`config.mk`:
```
export PLATFORM = sky130hd
export DESIGN_NAME = sar_adc_serial
export DESIGN_NICKNAME = d
export VERILOG_FILES = /design/src/hw/sar_pkg.sv /design/src/hw/sar_adc_serial.sv
export VERILOG_INCLUDE_DIRS = /design/src /design/src/hw
export SDC_FILE = /design/constraint.sdc
export NUM_CORES = 1
export LEC_CHECK = 0
export ABC_AREA = 0
export ABC_CLOCK_PERIOD_IN_PS = 9050
export BUFFER_PORTS_ARGS = -buffer_cell sky130_fd_sc_hd__buf_2
export CAP_MARGIN = 20
export CORE_MARGIN = 8
export CORE_UTILIZATION = 57
export CTS_CLUSTER_DIAMETER = 30
export DETAILED_ROUTE_END_ITERATION = 7
export HOLD_SLACK_MARGIN = 0.03
export PLACE_DENSITY = 0.95
export SYNTH_ARGS = -nofsm -noshare
export SYNTH_HDL_FRONTEND = slang
export SYNTH_SLANG_ARGS = --single-unit
export TNS_END_PERCENT = 10
```
`constraint.sdc`:
```
create_clock -name CLOCK -period 9.05 [get_ports CLOCK]
set_input_delay 1.81 -clock CLOCK [delete_from_list [all_inputs] [get_ports CLOCK]]
set_output_delay 1.81 -clock CLOCK [all_outputs]
set_load 0.005 [all_outputs]
```
`src/hw/sar_adc_regs.svh`:
```
`ifndef SAR_ADC_REGS_SVH
`define SAR_ADC_REGS_SVH

// ==========================================================================
// result and channel geometry
`define SAR_RES_BITS      12
`define SAR_NUM_CHAN      8
`define SAR_CHAN_BITS     3
`define SAR_MODE_SINGLE   1'b1

// ==========================================================================
// serial clock positions, counted from the start-bit clock (index 0)
`define SAR_IDX_MODE      5'd1
`define SAR_IDX_SEL_FIRST 5'd2
`define SAR_IDX_SEL_LAST  5'd4
`define SAR_IDX_SAMP_BEG  5'd4
`define SAR_IDX_SAMP_END  5'd5
`define SAR_IDX_NULL      5'd6
`define SAR_IDX_MSB_FIRST 5'd7
`define SAR_IDX_MSB_LAST  5'd18
`define SAR_IDX_LSB_LAST  5'd29
`define SAR_IDX_MAX       5'd31

`endif

```
`src/hw/sar_pkg.sv`:
```
`default_nettype none

package sar_pkg;
    typedef enum logic [1:0] {
        ST_STANDBY    = 2'b00,
        ST_WAIT_START = 2'b01,
        ST_ACTIVE     = 2'b10
    } sar_state_e;

    typedef logic [11:0] sar_code_t;
    typedef logic [2:0]  sar_chan_t;
    typedef logic [4:0]  sar_idx_t;
endpackage

`default_nettype wire

```
`src/hw/sar_adc_serial.sv`:
```
`timescale 1ns/1ps
`default_nettype none
`include "sar_adc_regs.svh"

module sar_adc_serial (
    // clock and reset
    input  wire logic                       CLOCK,
    input  wire logic                       SYS_RST,
    // serial pins
    input  wire logic                       CHIP_SELECT_SHUTDOWN_N,
    input  wire logic                       SCLK,
    input  wire logic                       DIN,
    output logic                            DOUT,
    output logic                            DOUT_OE_N,
    // digitised analog inputs, channel k in bits [12k+11:12k]
    input  wire logic [95:0]                ANALOG_INPUTS,
    // variant strap
    input  wire logic                       FOUR_CHANNEL,
    // status
    output logic                            SAMPLE_ACTIVE,
    output logic                            BIAS_ENABLE,
    output logic                            STANDBY,
    output logic                            INPUT_MODE_SELECT,
    output sar_pkg::sar_chan_t              CHAN_POS,
    output sar_pkg::sar_chan_t              CHAN_NEG
);
    import sar_pkg::*;

    // ======================================================================
    // pin synchronisers
    logic       cs_n_s1_q, cs_n_s2_q;
    logic       sclk_s1_q, sclk_s2_q, sclk_s3_q;
    logic       din_s1_q, din_s2_q;
    logic       four_s1_q, four_s2_q;

    always_ff @(posedge CLOCK) begin
        if (SYS_RST) begin
            // reset low: a pin held low since power-up must not arm
            cs_n_s1_q <= 1'b0;
            cs_n_s2_q <= 1'b0;
            sclk_s1_q <= 1'b0;
            sclk_s2_q <= 1'b0;
            sclk_s3_q <= 1'b0;
            din_s1_q  <= 1'b0;
            din_s2_q  <= 1'b0;
            four_s1_q <= 1'b0;
            four_s2_q <= 1'b0;
        end else begin
            cs_n_s1_q <= CHIP_SELECT_SHUTDOWN_N;
            cs_n_s2_q <= cs_n_s1_q;
            sclk_s1_q <= SCLK;
            sclk_s2_q <= sclk_s1_q;
            sclk_s3_q <= sclk_s2_q;
            din_s1_q  <= DIN;
            din_s2_q  <= din_s1_q;
            four_s1_q <= FOUR_CHANNEL;
            four_s2_q <= four_s1_q;
        end
    end

    // serial clock must stay well below a quarter of CLOCK to be seen
    wire sclk_rise = sclk_s2_q & ~sclk_s3_q;
    wire sclk_fall = ~sclk_s2_q & sclk_s3_q;
    wire cs_low    = ~cs_n_s2_q;

    // ======================================================================
    // state and command registers
    sar_state_e state_q, state_d;
    sar_idx_t   idx_q;
    logic       armed_q;
    logic       mode_q;
    sar_chan_t  sel_q;
    sar_code_t  result_q;
    logic       dout_q, dout_oe_n_q;
    logic       sample_q, bias_q;
    sar_chan_t  chan_pos_q, chan_neg_q;
    logic       standby_q;

    // ======================================================================
    // decode
    wire        in_active  = (state_q == ST_ACTIVE) & cs_low;
    wire        start_seen = (state_q == ST_WAIT_START) & cs_low & sclk_rise & din_s2_q;
    wire        act_rise   = in_active & sclk_rise;
    wire        act_fall   = in_active & sclk_fall;
    wire [4:0]  idx_next   = (idx_q == `SAR_IDX_MAX) ? idx_q : idx_q + 5'd1;

    // variant masks the top select bit in both modes
    wire [2:0]  sel_eff    = {sel_q[2] & ~four_s2_q, sel_q[1:0]};
    wire [2:0]  pair_base  = {sel_eff[2:1], 1'b0};
    wire [2:0]  pos_chan   = (mode_q == `SAR_MODE_SINGLE) ? sel_eff
                           : (pair_base | {2'b00, sel_eff[0]});
    wire [2:0]  neg_chan   = pair_base | {2'b00, ~sel_eff[0]};

    // ======================================================================
    // input codes; each channel already holds floor(4096*vin/vref)
    logic [11:0] chan_code [`SAR_NUM_CHAN];
    genvar g;
    generate
        for (g = 0; g < `SAR_NUM_CHAN; g++) begin : g_chan
            assign chan_code[g] = ANALOG_INPUTS[g*`SAR_RES_BITS +: `SAR_RES_BITS];
        end
    endgenerate

    wire [11:0] pos_code  = chan_code[pos_chan];
    wire [11:0] neg_code  = chan_code[neg_chan];
    wire        diff_zero = (pos_code <= neg_code);
    wire [11:0] diff_code = diff_zero ? 12'h000 : pos_code - neg_code;
    wire [11:0] conv_code = (mode_q == `SAR_MODE_SINGLE) ? pos_code : diff_code;

    // ======================================================================
    // output bit selection by falling-edge position
    wire [3:0]  msb_bit   = 4'(`SAR_IDX_MSB_LAST - idx_q);
    wire [3:0]  lsb_bit   = 4'(idx_q - `SAR_IDX_MSB_LAST);
    wire        in_msb    = (idx_q >= `SAR_IDX_MSB_FIRST) & (idx_q <= `SAR_IDX_MSB_LAST);
    wire        in_lsb    = (idx_q > `SAR_IDX_MSB_LAST) & (idx_q <= `SAR_IDX_LSB_LAST);
    wire        next_bit  = in_msb ? result_q[msb_bit]
                          : in_lsb ? result_q[lsb_bit]
                          : 1'b0;
    wire        drive_now = (idx_q >= `SAR_IDX_NULL);

    // ======================================================================
    // sequencer
    always_comb begin
        state_d = state_q;
        case (state_q)
            ST_STANDBY: begin
                if (cs_low & armed_q) begin
                    state_d = ST_WAIT_START;
                end
            end
            ST_WAIT_START: begin
                if (!cs_low) begin
                    state_d = ST_STANDBY;
                end else if (start_seen) begin
                    state_d = ST_ACTIVE;
                end
            end
            ST_ACTIVE: begin
                if (!cs_low) begin
                    state_d = ST_STANDBY;
                end
            end
            default: begin
                state_d = ST_STANDBY;
            end
        endcase
    end

    always_ff @(posedge CLOCK) begin
        if (SYS_RST) begin
            state_q <= ST_STANDBY;
            armed_q <= 1'b0;
            standby_q <= 1'b1;
        end else begin
            state_q <= state_d;
            standby_q <= (state_d == ST_STANDBY);
            if (!cs_low) begin
                armed_q <= 1'b1;
            end
        end
    end

    // command capture on rising edges; zeros before start leave it idle
    always_ff @(posedge CLOCK) begin
        if (SYS_RST) begin
            idx_q  <= 5'd0;
            mode_q <= 1'b0;
            sel_q  <= 3'd0;
        end else if (start_seen) begin
            idx_q  <= 5'd0;
            mode_q <= 1'b0;
            sel_q  <= 3'd0;
        end else if (act_rise) begin
            idx_q <= idx_next;
            if (idx_next == `SAR_IDX_MODE) begin
                mode_q <= din_s2_q;
            end
            if (idx_next >= `SAR_IDX_SEL_FIRST && idx_next <= `SAR_IDX_SEL_LAST) begin
                sel_q <= {sel_q[1:0], din_s2_q};
            end
        end
    end

    // acquisition window, conversion capture and power control
    always_ff @(posedge CLOCK) begin
        if (SYS_RST) begin
            sample_q   <= 1'b0;
            bias_q     <= 1'b0;
            result_q   <= 12'h000;
            chan_pos_q <= 3'd0;
            chan_neg_q <= 3'd0;
        end else if (!in_active) begin
            sample_q <= 1'b0;
            bias_q   <= 1'b0;
        end else if (act_rise && idx_next == `SAR_IDX_SAMP_BEG) begin
            sample_q <= 1'b1;
            bias_q   <= 1'b1;
        end else if (act_fall && idx_q == `SAR_IDX_SAMP_END) begin
            // held value is what the bit-per-clock conversion would settle to
            sample_q   <= 1'b0;
            result_q   <= conv_code;
            chan_pos_q <= pos_chan;
            chan_neg_q <= neg_chan;
        end else if (act_fall && idx_q == `SAR_IDX_MSB_LAST) begin
            bias_q <= 1'b0;
        end
    end

    // serial output changes only on falling edges or on leaving active; zeroed and released outside active
    always_ff @(posedge CLOCK) begin
        if (SYS_RST) begin
            dout_q      <= 1'b0;
            dout_oe_n_q <= 1'b1;
        end else if (!in_active) begin
            dout_q      <= 1'b0;
            dout_oe_n_q <= 1'b1;
        end else if (act_fall && drive_now) begin
            dout_q      <= next_bit;
            dout_oe_n_q <= 1'b0;
        end
    end

    assign DOUT              = dout_q;
    assign DOUT_OE_N         = dout_oe_n_q;
    assign SAMPLE_ACTIVE     = sample_q;
    assign BIAS_ENABLE       = bias_q;
    assign STANDBY           = standby_q;
    assign INPUT_MODE_SELECT = mode_q;
    assign CHAN_POS          = chan_pos_q;
    assign CHAN_NEG          = chan_neg_q;
endmodule

`default_nettype wire

```
==> reports/results.txt <==
status -> finished clean
CTS tree -> yes
largest net degree at the start of global routing -> 31
CTS resizes -> 0
final worst slack -> 4719 ps
sequential area share after synthesis -> 22.11%
layout cells sized above 1 -> 34.84%
H-Tree Depth -> 2
Die Width -> 97.69 um
highest achievable clock rate -> 230.9 MHz
postcts setup bufs -> 0
Netlist Area Pre-Place -> 0.003804 mm^2
Core Region -> 0.006386 mm^2
global-route wire length before repair -> 18.89 mm
MaxCap Viol Count -> 0
Avg Inst Size Synth -> 9.210 um^2
drt wl/cell -> 19.64 um
ANT cells -> 0
number of buffers added on ports -> 113
Residual DRC -> 0
Setup TNS -> 0 ps
Final Max Tran Viols -> 0
cts bufs inserted -> 5
area share of the largest cell type after synthesis -> 22.11%
Rel. slew slack -> 45.66%
commonest non-fill, non-tap cell in the layout -> buf_2
area growth from synthesis to layout -> 16.87%
Die H -> 97.69 um
post-route ant nets -> 0
Syn Nets -> 536
clk buf depth -> 2
root buf cell -> clkbuf_8
clk sinks -> 42
library cells used by synthesis -> 59
pwr dens -> 99.04 mW/mm^2
pre-CTS WS -> 4472 ps
count of final setup violators -> 0
yosys warns -> 0
via count -> 3852
number of flops mapped to enable cells by yosys -> 0
Yosys reg bits -> 42
top cells by area, synth -> dfxtp_1, mux4_2, ha_1
Syn Inst Count -> 413
initial antenna violation count -> 0
leading area contributor after synthesis -> dfxtp_1
DR vias/cell -> 6.585
Post-synth ARST share -> 0%
clock-pin slew on the worst setup and hold paths -> 80 ps
final wirelength -> 11.49 mm
most frequent cells in the layout -> buf_2, dfxtp_1, a21oi_1
Post-CTS Hold Fix Bufs -> 0
top_reg_cell synth -> dfxtp_1
CP endpoint kind -> flop
Starting DRT DRC Count -> 417
routability cong. -> 0.9424
vias in the first global route -> 3972
Peak VDD IR -> 0.0001608 V
Startpoint Class -> input pin
DP Wirelength -> 9.117 mm
grt ovf -> 0
worst min path class -> flop to flop
clk_lat worst skew -> 300 ps
DR pass1 iterations -> 5
RSZ-0062 raised after global routing -> no
worst slew pin tran -> 813.4 ps
CP Max Fanout -> 9
leakage power figure -> 1.806 nW
Tot GR Track Use -> 23.45%
final hold vios -> 0
Req. time, crit path -> 9250 ps
period utilisation layout -> 47.85%
Initial Util -> 59.56%
Final min period -> 4331 ps
FP Rows -> 29
WP data arrival -> 4540 ps
skew final -> 4.924 ps
total die area -> 0.009543 mm^2
I/O pin count -> 114
fin nets -> 630
critical path class -> input pin to flop
## report_power, final
part	leakage [nW]	switching, mW	internal (mW)	total (mW)
clock	0.0579	0.0669	0.0812	0.148
combinational	1.41	0.0531	0.0504	0.103
sequential	0.340	0.00154	0.187	0.189
## area by class of cell
| cell class | count | area [um^2] |
|---|---|---|
| Clock buffer | 5 | 68.82 |
| Inverter | 19 | 71.32 |
| Clock inverter | 3 | 40.04 |
| Tap cell | 77 | 96.34 |
| Timing Repair Buffer | 116 | 588.1 |
| Sequential cell | 42 | 840.8 |
| Fill cell | 448 | 1941 |
| Multi-Input combinational cell | 323 | 2740 |
## sequential cells by signal, summed over array words and instances (netlist names), 2 cells and up
name,count
CHAN_POS,3
idx_q,5
result_q,12
sel_q,3
state_q,2
## worst paths after layout
check                         start     endpoint  slack [ps]  cells past startpoint
setup / recovery  ANALOG_INPUTS[80]  result_q[6]        4720                      9
setup reg to reg           sel_q[1]  result_q[6]        5430                      9
hold / removal             din_s1_q     din_s2_q         440                      1
hold reg to reg            din_s1_q     din_s2_q         440                      1
## logic make-up (layout without fill, tap and decap cells)
kind of cell,after synthesis,in the layout,synth area share [%]
AO/OA/AOI/OAI,99,99,17.47
XOR/XNOR,11,11,2.533
adder cells (fa/ha/maj),21,21,7.105
buffers and inverters,48,143,5.921
flip-flops,42,42,22.11
multiplexers,60,60,25.69
AND/OR/NAND/NOR,132,132,19.18
## per-layer routing
metal / wire length, um / vias up / track usage [%]
li1: - / 1753 / -
met2: 5719 / 252 / 40.51
met1: 4393 / 1820 / 26.35
met3: 1108 / 27 / 6.828
met4: 266 / 0 / 9.207
met5: 0 / - / 0
## metrics by stage
| step | hold slack (ps) | power, mW | utilization (%) | area, um^2 | std cells |
|---|---|---|---|---|---|
| 6_report | 440.5 | 0.4403 | 69.61 | 4446 | 585 |
| 2_1_floorplan | 413.8 | 0.2583 | - | 3804 | 413 |
| 4_1_cts | 442.6 | 0.4378 | 69.61 | 4446 | 585 |
| 3_5_place_dp | 423.4 | 0.2932 | 67.91 | 4337 | 577 |
| 5_1_grt | 453.6 | 0.4572 | 69.61 | 4446 | 585 |
| 3_3_place_gp | 418.0 | 0.2904 | 67.91 | 4337 | 577 |
## worst max-delay path, cell delays in order
cell      delay, ps
buf_2           100
mux4_2          510
mux2_2          290
ha_1            460
nand3_2         150
or3_4           410
o221ai_4        330
nand3_4         140
o41ai_2         330
## cell usage after synthesis, types with 3 or more instances
master	instances
dfxtp_1	42
nand2b_1	6
nand3_1	12
nor2_1	28
o211ai_1	4
mux2_2	12
and3_1	3
ha_1	20
clkbuf_1	11
mux2i_1	20
or2_2	4
mux4_1	3
xor2_1	3
a221o_1	5
buf_2	8
a211oi_1	3
a21oi_1	33
mux4_2	25
nor2b_1	16
o21ai_0	22
nor3_1	3
nand3b_1	5
a31oi_1	7
nand4_1	16
inv_1	19
nand2_1	25
o211a_1	3
a221oi_1	5
xnor2_1	8
and2_1	3
buf_4	5
Power figures use the tool's default switching activity.
